--- config.mk ---
export PLATFORM = sky130hd
export DESIGN_NAME = uete_engine
export DESIGN_NICKNAME = d
export VERILOG_FILES = /design/src/uete_pkg.sv /design/src/uete_engine.sv
export VERILOG_INCLUDE_DIRS = /design/src
export SDC_FILE = /design/constraint.sdc
export NUM_CORES = 1
export LEC_CHECK = 0
export ABC_CLOCK_PERIOD_IN_PS = 10700
export BUFFER_PORTS_ARGS = -buffer_cell sky130_fd_sc_hd__buf_2
export CORE_ASPECT_RATIO = 1.2
export CORE_UTILIZATION = 45
export CTS_CLUSTER_DIAMETER = 30
export DETAILED_ROUTE_END_ITERATION = 6
export GPL_TIMING_DRIVEN = 0
export PLACE_DENSITY_LB_ADDON = 0.25
export SKIP_CTS_REPAIR_TIMING = 1
export SLEW_MARGIN = 5
export SYNTH_ARGS = -nofsm -noshare
export SYNTH_HDL_FRONTEND = slang
export SYNTH_SLANG_ARGS = --single-unit
--- constraint.sdc ---
create_clock -name mclk -period 10.7 [get_ports mclk]
set_input_delay 1.605 -clock mclk [delete_from_list [all_inputs] [get_ports mclk]]
set_output_delay 1.605 -clock mclk [all_outputs]
set_load 0.05 [all_outputs]
--- src/uete_defs.svh ---
// constants for the endpoint transaction engine
// How it works
// - IN token gets data when buffer holds max-packet or short packets enabled
// - firmware enables short/zero-length packets per endpoint, EP0 IN included
// - EP0 IN forced NAK sets when a short-packet IN completes
// - host ACK completes IN: ack status, bytes released from buffer
// - missing ACK raises IN error status, buffer unchanged for retry
// - too little data, no short enable: NAK, IN NAK status, buffer kept
// - PING handled only on bulk OUT endpoints in high-speed mode
// - free space above max-packet: PING gets ACK, no status
// - free space below max-packet: PING gets NAK, OUT NAK status
// - PING never changes buffer state
// - EP0 transfers run per transaction; SetAddress handled automatically
// - opposite-direction transaction marks status stage, seen through NAK status
// - status after OUT data: zero-length IN; after IN data: ACK OUT
// - SETUP to own address runs without firmware
// - after setup other than SetAddress, forced NAK and protect are set; firmware sets next stage
// - hardware decodes SetAddress and goes to status stage silently
// - SetAddress status done: load address, raise address set done status
// - data and status stages use NAK flow control until firmware ready
// - SETUP stores eight bytes, ACKs, raises setup status except SetAddress
// - setup completion: forced NAK set, stall cleared, toggle set, protect set; SetAddress clears EP0 IN forced NAK and protect
`ifndef UETE_DEFS_SVH
`define UETE_DEFS_SVH
`define UETE_ADDR_W       4
`define UETE_A_STATUS     4'h0
`define UETE_A_EP0_CTRL   4'h1
`define UETE_A_EP0_IN     4'h2
`define UETE_A_EP0_OUT    4'h3
`define UETE_A_EP_CTRL    4'h4
`define UETE_A_SETUP_LO   4'h5
`define UETE_A_SETUP_HI   4'h6
`define UETE_A_ADDRESS    4'h7
`define UETE_A_MAXPKT     4'h8
`define UETE_A_LEVEL      4'h9
// status bits, write one to clear
`define UETE_ST_IN_ACK    0
`define UETE_ST_IN_ERR    1
`define UETE_ST_IN_NAK    2
`define UETE_ST_OUT_NAK   3
`define UETE_ST_SETUP     4
`define UETE_ST_ADDR_DONE 5
`define UETE_ST_W         6
// endpoint control fields
`define UETE_C_FNAK       0
`define UETE_C_STALL      1
`define UETE_C_SHORT      2
`define UETE_C_TOGGLE     3
`define UETE_C_W          4
// ep0 common control bits
`define UETE_E_DIR        0
`define UETE_E_PROTECT    1
`define UETE_REQ_SETADDR  8'h05
`define UETE_MAXPKT_RST   11'h040
`endif

--- src/uete_pkg.sv ---
// types for the endpoint transaction engine
package uete_pkg;
  typedef enum logic [2:0] {
    UETE_TOK_NONE,
    UETE_TOK_SETUP,
    UETE_TOK_IN,
    UETE_TOK_OUT,
    UETE_TOK_PING
  } uete_tok_t;
  typedef enum logic [1:0] {
    UETE_HS_NONE,
    UETE_HS_ACK,
    UETE_HS_NAK,
    UETE_HS_STALL
  } uete_hs_t;
  typedef enum {
    UETE_IDLE,
    UETE_WAIT_HS
  } uete_state_t;
endpackage : uete_pkg

--- src/uete_engine.sv ---
// endpoint transaction engine: IN, PING and EP0 control sequencing
`timescale 1ns/100ps
`include "uete_defs.svh"
module uete_engine #(
  parameter int LEN_W = 11
) (
  input  wire logic                    mclk,
  input  wire logic                    rst_n,
  // token side, from the packet layer on the same clock
  input  wire logic                    tok_valid,
  input  wire uete_pkg::uete_tok_t     tok_kind,
  input  wire logic                    tok_ep0,
  input  wire logic                    tok_addr_ok,
  input  wire logic                    high_speed,
  input  wire logic                    ep_is_bulk,
  input  wire logic                    setup_done,
  input  wire logic                    setup_ok,
  input  wire logic [63:0]             setup_data,
  input  wire logic                    host_ack,
  input  wire logic                    host_timeout,
  // answer toward the packet layer
  output logic                         hs_valid,
  output uete_pkg::uete_hs_t           hs_kind,
  output logic                         data_send,
  output logic [LEN_W-1:0]             data_len,
  output logic                         data_toggle,
  // buffer levels and release
  input  wire logic [LEN_W-1:0]        in_level,
  input  wire logic [LEN_W-1:0]        ep0_level,
  input  wire logic [LEN_W-1:0]        out_free,
  output logic                         buf_release,
  output logic                         buf_release_ep0,
  output logic [LEN_W-1:0]             release_len,
  // register port
  input  wire logic [`UETE_ADDR_W-1:0] reg_addr,
  input  wire logic [31:0]             reg_wdata,
  input  wire logic                    reg_wr,
  input  wire logic                    reg_rd,
  output logic [31:0]                  reg_rdata,
  output logic [6:0]                   usb_address
);
  logic [`UETE_ST_W-1:0] status_reg;
  logic [`UETE_ST_W-1:0] status_set;
  logic [`UETE_C_W-1:0]  ep0_in_control;
  logic [`UETE_C_W-1:0]  ep0_out_control;
  logic [`UETE_C_W-1:0]  ep_control;
  logic [1:0]            ep0_common_control;
  logic [63:0]           setup_byte_regs;
  logic [LEN_W-1:0]      maxpkt_reg;
  logic [LEN_W-1:0]      ep0_maxpkt_reg;
  logic                  addr_pending_reg;
  logic [6:0]            new_addr_reg;
  uete_pkg::uete_state_t state_reg;
  logic                  pend_ep0_reg;
  logic                  pend_short_reg;
  logic [LEN_W-1:0]      pend_len_reg;
  logic                  is_setaddr;
  logic                  in_ep0;
  logic [`UETE_C_W-1:0]  in_ctl;
  logic [LEN_W-1:0]      in_lvl;
  logic [LEN_W-1:0]      in_max;
  logic                  in_ready;
  logic                  ep0_short_done;
  logic                  ep_short_done;
  logic                  take;
  logic                  wr_st;

  // request type 00h, request 05h, address below 128, no data stage
  assign is_setaddr = (setup_data[7:0] == 8'h00)
                   && (setup_data[15:8] == `UETE_REQ_SETADDR)
                   && (setup_data[31:23] == 9'h000)
                   && (setup_data[63:48] == 16'h0000);

  assign in_ep0   = tok_ep0;
  assign in_ctl   = in_ep0 ? ep0_in_control : ep_control;
  assign in_lvl   = in_ep0 ? ep0_level : in_level;
  assign in_max   = in_ep0 ? ep0_maxpkt_reg : maxpkt_reg;
  assign in_ready = (in_lvl >= in_max) || in_ctl[`UETE_C_SHORT];
  assign take     = tok_valid && tok_addr_ok && (state_reg == uete_pkg::UETE_IDLE);

  // handshake and data answer, combinational per strobe
  always_comb begin
    hs_valid  = 1'b0;
    hs_kind   = uete_pkg::UETE_HS_NONE;
    data_send = 1'b0;
    if (take) begin
      case (tok_kind)
        uete_pkg::UETE_TOK_SETUP: begin
          if (setup_done && setup_ok) begin
            hs_valid = 1'b1;
            hs_kind  = uete_pkg::UETE_HS_ACK;
          end
        end
        uete_pkg::UETE_TOK_IN: begin
          if (in_ctl[`UETE_C_STALL]) begin
            hs_valid = 1'b1;
            hs_kind  = uete_pkg::UETE_HS_STALL;
          end else if (in_ctl[`UETE_C_FNAK] || !in_ready
                       || (in_ep0 && ep0_common_control[`UETE_E_PROTECT])) begin
            hs_valid = 1'b1;
            hs_kind  = uete_pkg::UETE_HS_NAK;
          end else begin
            data_send = 1'b1;
          end
        end
        uete_pkg::UETE_TOK_OUT: begin
          // only the EP0 status OUT is answered here; OUT data lives elsewhere
          if (in_ep0) begin
            hs_valid = 1'b1;
            if (ep0_out_control[`UETE_C_STALL])
              hs_kind = uete_pkg::UETE_HS_STALL;
            else if (ep0_out_control[`UETE_C_FNAK] || ep0_common_control[`UETE_E_PROTECT])
              hs_kind = uete_pkg::UETE_HS_NAK;
            else
              hs_kind = uete_pkg::UETE_HS_ACK;
          end
        end
        uete_pkg::UETE_TOK_PING: begin
          if (high_speed && ep_is_bulk && !in_ep0) begin
            hs_valid = 1'b1;
            if (ep_control[`UETE_C_STALL])
              hs_kind = uete_pkg::UETE_HS_STALL;
            else if (!ep_control[`UETE_C_FNAK] && out_free > maxpkt_reg)
              hs_kind = uete_pkg::UETE_HS_ACK;
            else
              hs_kind = uete_pkg::UETE_HS_NAK;
          end
        end
        default: begin
          hs_valid = 1'b0;
        end
      endcase
    end
  end

  always_comb begin
    data_len    = (in_lvl >= in_max) ? in_max : in_lvl;
    data_toggle = in_ctl[`UETE_C_TOGGLE];
  end

  // pending IN transaction waiting for the host handshake
  always_ff @(posedge mclk or negedge rst_n) begin
    if (!rst_n) begin
      state_reg      <= uete_pkg::UETE_IDLE;
      pend_ep0_reg   <= 1'b0;
      pend_short_reg <= 1'b0;
      pend_len_reg   <= '0;
    end else begin
      case (state_reg)
        uete_pkg::UETE_IDLE: begin
          if (data_send) begin
            state_reg      <= uete_pkg::UETE_WAIT_HS;
            pend_ep0_reg   <= in_ep0;
            pend_short_reg <= (data_len < in_max);
            pend_len_reg   <= data_len;
          end
        end
        uete_pkg::UETE_WAIT_HS: begin
          if (host_ack || host_timeout)
            state_reg <= uete_pkg::UETE_IDLE;
        end
        default: state_reg <= uete_pkg::UETE_IDLE;
      endcase
    end
  end

  // buffer is only touched on an acknowledged IN
  always_ff @(posedge mclk or negedge rst_n) begin
    if (!rst_n) begin
      buf_release     <= 1'b0;
      buf_release_ep0 <= 1'b0;
      release_len     <= '0;
    end else begin
      buf_release     <= (state_reg == uete_pkg::UETE_WAIT_HS) && host_ack;
      buf_release_ep0 <= pend_ep0_reg;
      release_len     <= pend_len_reg;
    end
  end

  assign ep0_short_done = (state_reg == uete_pkg::UETE_WAIT_HS) && host_ack && pend_ep0_reg
                          && pend_short_reg;
  assign ep_short_done  = (state_reg == uete_pkg::UETE_WAIT_HS) && host_ack && !pend_ep0_reg
                          && pend_short_reg;

  // sticky events; a set in the same cycle as its clear wins
  always_comb begin
    status_set = '0;
    if (state_reg == uete_pkg::UETE_WAIT_HS && host_ack)
      status_set[`UETE_ST_IN_ACK] = 1'b1;
    if (state_reg == uete_pkg::UETE_WAIT_HS && host_timeout && !host_ack)
      status_set[`UETE_ST_IN_ERR] = 1'b1;
    if (hs_valid && hs_kind == uete_pkg::UETE_HS_NAK && tok_kind == uete_pkg::UETE_TOK_IN)
      status_set[`UETE_ST_IN_NAK] = 1'b1;
    if (hs_valid && hs_kind == uete_pkg::UETE_HS_NAK && (tok_kind == uete_pkg::UETE_TOK_PING
        || tok_kind == uete_pkg::UETE_TOK_OUT))
      status_set[`UETE_ST_OUT_NAK] = 1'b1;
    if (take && tok_kind == uete_pkg::UETE_TOK_SETUP && setup_done && setup_ok && !is_setaddr)
      status_set[`UETE_ST_SETUP] = 1'b1;
    if (addr_pending_reg && take && tok_ep0 && data_send)
      status_set[`UETE_ST_ADDR_DONE] = 1'b0;
    if (addr_pending_reg && state_reg == uete_pkg::UETE_WAIT_HS && host_ack && pend_ep0_reg)
      status_set[`UETE_ST_ADDR_DONE] = 1'b1;
  end

  assign wr_st = reg_wr && (reg_addr == `UETE_A_STATUS);

  always_ff @(posedge mclk or negedge rst_n) begin
    if (!rst_n)
      status_reg <= '0;
    else
      status_reg <= (status_reg & ~(wr_st ? reg_wdata[`UETE_ST_W-1:0] : '0)) | status_set;
  end

  // setup bytes and automatic SetAddress
  always_ff @(posedge mclk or negedge rst_n) begin
    if (!rst_n) begin
      setup_byte_regs  <= '0;
      addr_pending_reg <= 1'b0;
      new_addr_reg     <= '0;
      usb_address      <= '0;
    end else begin
      if (take && tok_kind == uete_pkg::UETE_TOK_SETUP && setup_done && setup_ok) begin
        setup_byte_regs  <= setup_data;
        addr_pending_reg <= is_setaddr;
        new_addr_reg     <= setup_data[22:16];
      end else if (addr_pending_reg && state_reg == uete_pkg::UETE_WAIT_HS && host_ack
                   && pend_ep0_reg) begin
        usb_address      <= new_addr_reg;
        addr_pending_reg <= 1'b0;
      end
    end
  end

  // endpoint controls: software writes, hardware sets on setup and short completion
  always_ff @(posedge mclk or negedge rst_n) begin
    if (!rst_n) begin
      ep0_in_control     <= '0;
      ep0_out_control    <= '0;
      ep_control         <= '0;
      ep0_common_control <= '0;
      maxpkt_reg         <= LEN_W'(`UETE_MAXPKT_RST);
      ep0_maxpkt_reg     <= LEN_W'(`UETE_MAXPKT_RST);
    end else begin
      if (reg_wr && reg_addr == `UETE_A_EP0_IN)
        ep0_in_control <= reg_wdata[`UETE_C_W-1:0];
      if (reg_wr && reg_addr == `UETE_A_EP0_OUT)
        ep0_out_control <= reg_wdata[`UETE_C_W-1:0];
      if (reg_wr && reg_addr == `UETE_A_EP_CTRL)
        ep_control <= reg_wdata[`UETE_C_W-1:0];
      if (reg_wr && reg_addr == `UETE_A_EP0_CTRL)
        ep0_common_control <= reg_wdata[1:0];
      if (reg_wr && reg_addr == `UETE_A_MAXPKT) begin
        maxpkt_reg     <= reg_wdata[LEN_W-1:0];
        ep0_maxpkt_reg <= reg_wdata[16+LEN_W-1:16];
      end
      if (ep0_short_done) begin
        ep0_in_control[`UETE_C_FNAK]  <= 1'b1;
        ep0_in_control[`UETE_C_SHORT] <= 1'b0;
      end
      if (ep_short_done)
        ep_control[`UETE_C_SHORT] <= 1'b0;
      if (state_reg == uete_pkg::UETE_WAIT_HS && host_ack) begin
        if (pend_ep0_reg)
          ep0_in_control[`UETE_C_TOGGLE] <= ~ep0_in_control[`UETE_C_TOGGLE];
        else
          ep_control[`UETE_C_TOGGLE] <= ~ep_control[`UETE_C_TOGGLE];
      end
      if (take && tok_kind == uete_pkg::UETE_TOK_SETUP && setup_done && setup_ok) begin
        // setup wins over a software write to the bits it sets in the same cycle
        ep0_in_control[`UETE_C_FNAK]    <= ~is_setaddr;
        ep0_in_control[`UETE_C_STALL]   <= 1'b0;
        ep0_in_control[`UETE_C_TOGGLE]  <= 1'b1;
        ep0_in_control[`UETE_C_SHORT]   <= is_setaddr;
        ep0_out_control[`UETE_C_FNAK]   <= 1'b1;
        ep0_out_control[`UETE_C_STALL]  <= 1'b0;
        ep0_out_control[`UETE_C_TOGGLE] <= 1'b1;
        ep0_common_control[`UETE_E_PROTECT] <= ~is_setaddr;
        ep0_common_control[`UETE_E_DIR]     <= is_setaddr ? 1'b1
                                               : ep0_common_control[`UETE_E_DIR];
      end
    end
  end

  // read data one cycle after the strobe; unmapped reads return zero
  always_ff @(posedge mclk or negedge rst_n) begin
    if (!rst_n) begin
      reg_rdata <= '0;
    end else if (reg_rd) begin
      case (reg_addr)
        `UETE_A_STATUS:   reg_rdata <= 32'(status_reg);
        `UETE_A_EP0_CTRL: reg_rdata <= 32'(ep0_common_control);
        `UETE_A_EP0_IN:   reg_rdata <= 32'(ep0_in_control);
        `UETE_A_EP0_OUT:  reg_rdata <= 32'(ep0_out_control);
        `UETE_A_EP_CTRL:  reg_rdata <= 32'(ep_control);
        `UETE_A_SETUP_LO: reg_rdata <= setup_byte_regs[31:0];
        `UETE_A_SETUP_HI: reg_rdata <= setup_byte_regs[63:32];
        `UETE_A_ADDRESS:  reg_rdata <= 32'(usb_address);
        `UETE_A_MAXPKT:   reg_rdata <= {5'h00, ep0_maxpkt_reg, 5'h00, maxpkt_reg};
        `UETE_A_LEVEL:    reg_rdata <= {5'h00, ep0_level, 5'h00, in_level};
        default:          reg_rdata <= 32'h0000_0000;
      endcase
    end else begin
      reg_rdata <= 32'h0000_0000;
    end
  end
endmodule : uete_engine

**Word level (Yosys, flattened, before mapping)**

Index checks and enable logic that the tools add are counted.

- Equality and inequality tests: 20
- Shift operators: 0
- Reduce and logical (&&, ||, !) cells: 61
- Add/sub/neg operators: 0
- Multiplexer cells: 56
- Div/mod/pow operators: 0
- Multiply operators: 0
- $lt $le $gt $ge: 3
- Bitwise gates (word level): 7

Operators with widths:

| kind | count |
|---|---|
| 32-bit case mux with 10 select lines | 1 |
| 32-bit 2-to-1 mux | 3 |
| 32-bit zero test | 2 |
| 32-bit case mux with 2 select lines | 1 |
| 1-bit logical AND | 33 |
| 11-bit 2-to-1 mux | 3 |
| 32-bit by 1-bit equality test with 1-bit output, second input constant | 1 |
| 32-bit by 2-bit equality test with 1-bit output, second input constant | 1 |
| 1-bit 2-to-1 mux | 28 |
| 2-bit 2-to-1 mux | 12 |
| 4-bit 2-to-1 mux | 5 |
| 4-bit by 3-bit equality test with 1-bit output, second input constant | 4 |
| 16-bit zero test | 1 |
| 11-bit greater-or-equal comparator | 1 |
| 11-bit > comparator | 1 |
| 11-bit less-than comparator | 1 |
| 2-bit nonzero test | 5 |
| 9-bit zero test | 1 |
| 4-bit by 2-bit equality test with 1-bit output, second input constant | 2 |
| 4-bit equality test, second input constant | 2 |
| 8-bit by 3-bit equality test with 1-bit output, second input constant | 1 |
| 8-bit zero test | 1 |
| 2-bit case mux with 4 select lines | 1 |
| 2-bit AND reduction | 4 |
| 16 further kinds | 32 |

- Bits of input ports: 149
- Memories kept: 0
- Output and inout bits: 68
- Logic and storage cells: 172
- Bits in read-only memories: 0
- Flip-flop bits (word level): 211
- Bits in latches: 0
- RAM bits: 0

**Depth between registers and ports, before layout**

- Depth after elaboration: 15
- Mapped depth: 20
- Gate-level depth less buffers: 16

**Worst setup path before layout**

OpenSTA, ideal clock, no wires.

- Path type: in2out
- Start: in tok_ep0
- End: out data_send
- Slack: 4.217 ns
- Buffers on the path: 2
- Stages on the path: 9
- Arrival: 4.878 ns
- Required time: 9.095 ns
- Cell sequence: buf_1 buf_2 mux2_2 ha_1 nand2_1 o21ai_0 a41o_1 nor2_1 nor4_1

- Word-level cells in the longest chain between the ends: 10
- Elaborated cells on any way between the ends: 13
- Classes of those cells: order compare (1); mux (7); reduce/logical (5)

Ends and longest elaborated chain:

| item | RTL line | source |
|---|---|---|
| start: declaration | uete_engine.sv:12 | `input wire logic tok_ep0,` |
| 11-bit 2-to-1 mux (on tied branches) | uete_engine.sv:76, uete_engine.sv:77 |  |
| 11-bit greater-or-equal comparator | uete_engine.sv:78 | `` assign in_ready = (in_lvl >= in_max) \|\| in_ctl[`UETE_C_SHORT]; `` |
| 1-bit logical OR | uete_engine.sv:78 |  |
| 1-bit zero test | uete_engine.sv:98 | `` end else if (in_ctl[`UETE_C_FNAK] \|\| !in_ready `` |
| 1-bit logical OR (2 in a row) | uete_engine.sv:98 |  |
| 1-bit 2-to-1 mux | uete_engine.sv:98 |  |
| 1-bit 2-to-1 mux (*) | uete_engine.sv:95 | `` if (in_ctl[`UETE_C_STALL]) begin `` |
| 1-bit 2-to-1 mux (*) | uete_engine.sv:87 | `case (tok_kind)` |
| 1-bit 2-to-1 mux (*) | uete_engine.sv:86 | `if (take) begin` |
| end: declaration | uete_engine.sv:24 | `output logic data_send,` |

Every way passes the cells marked *; elsewhere a longest branch is shown, timed or not.

**Worst setup path in the final report**

- Start: in tok_ep0
- End: out data_len[3]

- Word-level cells in the longest chain between the ends: 3
- Elaborated cells on any way between the ends: 4
- Classes of those cells: order compare (1); mux (3)

Ends and longest elaborated chain:

| item | RTL line | source |
|---|---|---|
| 11-bit 2-to-1 mux (on tied branches) | uete_engine.sv:76, uete_engine.sv:77 |  |
| 11-bit greater-or-equal comparator | uete_engine.sv:137 | `data_len = (in_lvl >= in_max) ? in_max : in_lvl;` |
| 11-bit 2-to-1 mux (*) | uete_engine.sv:137 |  |
| end: declaration | uete_engine.sv:25 | `output logic [LEN_W-1:0] data_len,` |

Marked as above.

==> impl_metrics.yaml <==
critical_path:
  slowest_stage: "buf_1"
  worst-setup-path-type: "input pin to output port"
  crit_required_ns: 9.10
  r2r_cells: 16
  start_kind: "input pin"
  worst_path_largest_cell_delay_ns: 0.48
  cp-end-kind: "output port"
  path_cells: "buf_2 -> buf_1 -> buf_2 -> mux2i_1 -> inv_1 -> ha_1 -> and3_1 -> o211a_2 -> or3b_1 -> buf_2 -> buf_6 -> and2_1 -> nor2_1 -> buf_2"
  crit_path_frequent_cell: "buf_2"
  path_max_fanout: 10
  crit_arrival_ns: 5.22
placement:
  hpwl_um: 19500
  gp_congestion: 0.899
  dp_cells: 1176
  placed_area_um2: 9820
  port_buffers: 204
synth:
  synth_cells: 719
  ys_seq_area_share_pct: 51.3
  ys_ff_latch: 173
  synth_area_um2: 8450
  syn_nets: 900
  synth_ff_type: "dfrtp_1"
  syn_avg_cell_area_um2: 11.8
  async_flop_share_pct: 100
  yosysUniqueCellTypes: 61
  yosys_warnings: 0
  synth_edf_count: 0
clock_network:
  cts_max_level: 4
  cts_tree: "yes"
  root_buffer: "clkbuf_16"
  clock-sinks: 173
  path_clk_slew_ns: 0.07
  cts.path.max_buffers: 2
  numCtsBuffers: 17
  clk_latency_ns: 0.43
power:
  pwr-share-seq_pct: 42.4
  power.internal_w: 0.00127
  switching_share_pct: 33.3
  p_comb_share_pct: 24.0
  p_clk_share_pct: 33.6
  leakage_nw: 5.23
  power.density_nw_per_um2: 183
  power.switching_w: 0.000635
  peakVddDrop_mv: 0.108
routing:
  drt-initial-drc-count: 397
  final_antenna_net_count: 0
  via_per_inst: 5.53
  wl_per_cell_um: 20.8
  drc_errors: 0
  vias: 6689
  routed_wl_um: 25100
  dr.pass1.iters: 6
cells_and_area:
  fin_area_um2: 10400
  reg_top3: "setup_byte_regs: 64 flops, reg_rdata: 32 flops"
  drive_gt1_share_pct: 38.8
  nFillCells: 1632
  layout_commonest_cell: "buf_2"
  layout_common_cells: "buf_2, dfrtp_1, mux2_2"
  fin_util_pct: 56.9
  largest_reg_flops: 64
  nNetsFinal: 1124
  largest_register: "setup_byte_regs"
  area_growth_pct: 23.4
  layoutNonFillerInstCount: 1209
global_routing:
  track_usage_pct: 27.2
  overflow: 0
  grt_pass1_vias: 6796
  grt_pass1_wl_um: 39300
  grt_antenna_before_repair: 1
  grt_max_degree: 103
hold_path:
  whs_path_depth: 0
  worstHoldPathType: "flop to flop"
run:
  cap_violations: 0
floorplan:
  placementRows: 54
  die_w_um: 127
  initial_core_util_pct: 46.1
  core-area_um2: 18300
  die-area_um2: 19300
  ios: 217
  die_y_um: 152
timing:
  setup_viol: 0
  drv_slew: 0
  finalHoldViolCount: 0
  rsz0062_at_grt: "no"
  fin_skew_ns: 0.00822
  slew_headroom_pct: 47.6
  fin_crit_sh_pct: 63.8
  timing.setup.tns_ns: 0
  fmaxAchievable_mhz: 147
  finalCriticalPeriod_ns: 6.82
  tightest_slew_ns: 0.779
  holdWs_ns: 0.370
status:
  status: "finished clean"
[kinds of logic after synthesis]
kind of cell / count (synthesis) / synth area share, %
muxes: 148 / 19.4
buffers and inverters: 60 / 2.99
and+or+nand+nor: 152 / 9.12
adders and majority gates: 32 / 4.74
DFF: 173 / 51.3
AOI/OAI and AO/OA: 154 / 12.4
[routing by layer]
| metal | global-route usage, % | part of all wire, % |
|---|---|---|
| met5 | 0 | 0 |
| met4 | 10.0 | 2.5 |
| met3 | 5.70 | 6.0 |
| met2 | 45.1 | 49 |
| met1 | 35.0 | 42 |
[stage by stage]
| stage | worst slack (ns) | power (W) |
|---|---|---|
| finish | 3.88 | 0.00191 |
| global route | 3.74 | 0.00200 |
| CTS | 3.90 | 0.00192 |
| detailed placement | 3.90 | 0.00128 |
| global placement | 3.93 | 0.00126 |
| floorplan | 4.22 | 0.00112 |
[critical path: cells and delay by family]
| kind | cells | cell delay [ns] |
|---|---|---|
| muxes | 1 | 0.38 |
| adders and majority gates | 1 | 0.32 |
| buffers and inverters | 7 | 1.80 |
| AOI/OAI and AO/OA | 1 | 0.19 |
| and+or+nand+nor | 4 | 0.91 |
[path summary, 6_finish.rpt]
path | from | end | slack [ns]
min | pend_len_reg[10]$_DFFE_PN0P_ | release_len[10]$_DFF_PN0_ | 0.37
min in group asynchronous | rst_n | buf_release_ep0$_DFF_PN0_ | 1.13
max in group asynchronous | rst_n | maxpkt_reg[6]$_DFFE_PN1P_ | 8.62
max | tok_ep0 | data_len[3] | 3.88
max reg2reg | maxpkt_reg[6]$_DFFE_PN1P_ | pend_short_reg$_DFFE_PN0P_ | 6.91
min reg2reg | pend_len_reg[10]$_DFFE_PN0P_ | release_len[10]$_DFF_PN0_ | 0.37
[layout make-up]
class                      count  area [um2]  area share [%]
clock inverter                15         176            1.69
multi-input combinational    486        3860            37.1
tap                          252         315            3.02
timing repair buffer         205        1060            10.2
clock buffer                  17         425            4.08
buffer                        37         166            1.60
inverter                      23        86.3           0.828
sequential                   173        4330            41.5
antenna                        1        2.50          0.0240
[cell usage after synthesis (all sizes together), types with 3 or more instances]
cell type | instances | area, um2
a211oi | 3 | 22.5
a21o | 5 | 37.5
a21oi | 37 | 185
a22o | 3 | 26.3
a22oi | 46 | 345
a31oi | 5 | 37.5
a32oi | 3 | 26.3
a41oi | 3 | 26.3
and2 | 9 | 56.3
and3 | 5 | 31.3
buf | 21 | 106
clkbuf | 16 | 60.1
dfrtp | 171 | 4280
ha | 32 | 400
inv | 23 | 86.3
mux2 | 116 | 1310
mux2i | 31 | 310
nand2 | 43 | 161
nand3 | 10 | 50.1
nand3b | 3 | 22.5
nand4 | 8 | 50.1
nor2 | 31 | 116
nor2b | 5 | 31.3
nor3 | 12 | 60.1
nor4 | 9 | 56.3
o21ai | 23 | 119
o31ai | 4 | 30.0
or3 | 3 | 18.8
[power groups by stage]
| stage | Combinational, W | Sequential (W) | Clock (W) |
|---|---|---|---|
| CTS | 0.000460 | 0.000807 | 0.000649 |
| floorplan | 0.000291 | 0.000828 | 0 |
| finish | 0.000458 | 0.000809 | 0.000641 |
| detailed placement | 0.000457 | 0.000820 | 0 |
| global placement | 0.000447 | 0.000817 | 0 |
| global route | 0.000502 | 0.000819 | 0.000678 |
Power figures use the tool's default switching activity.
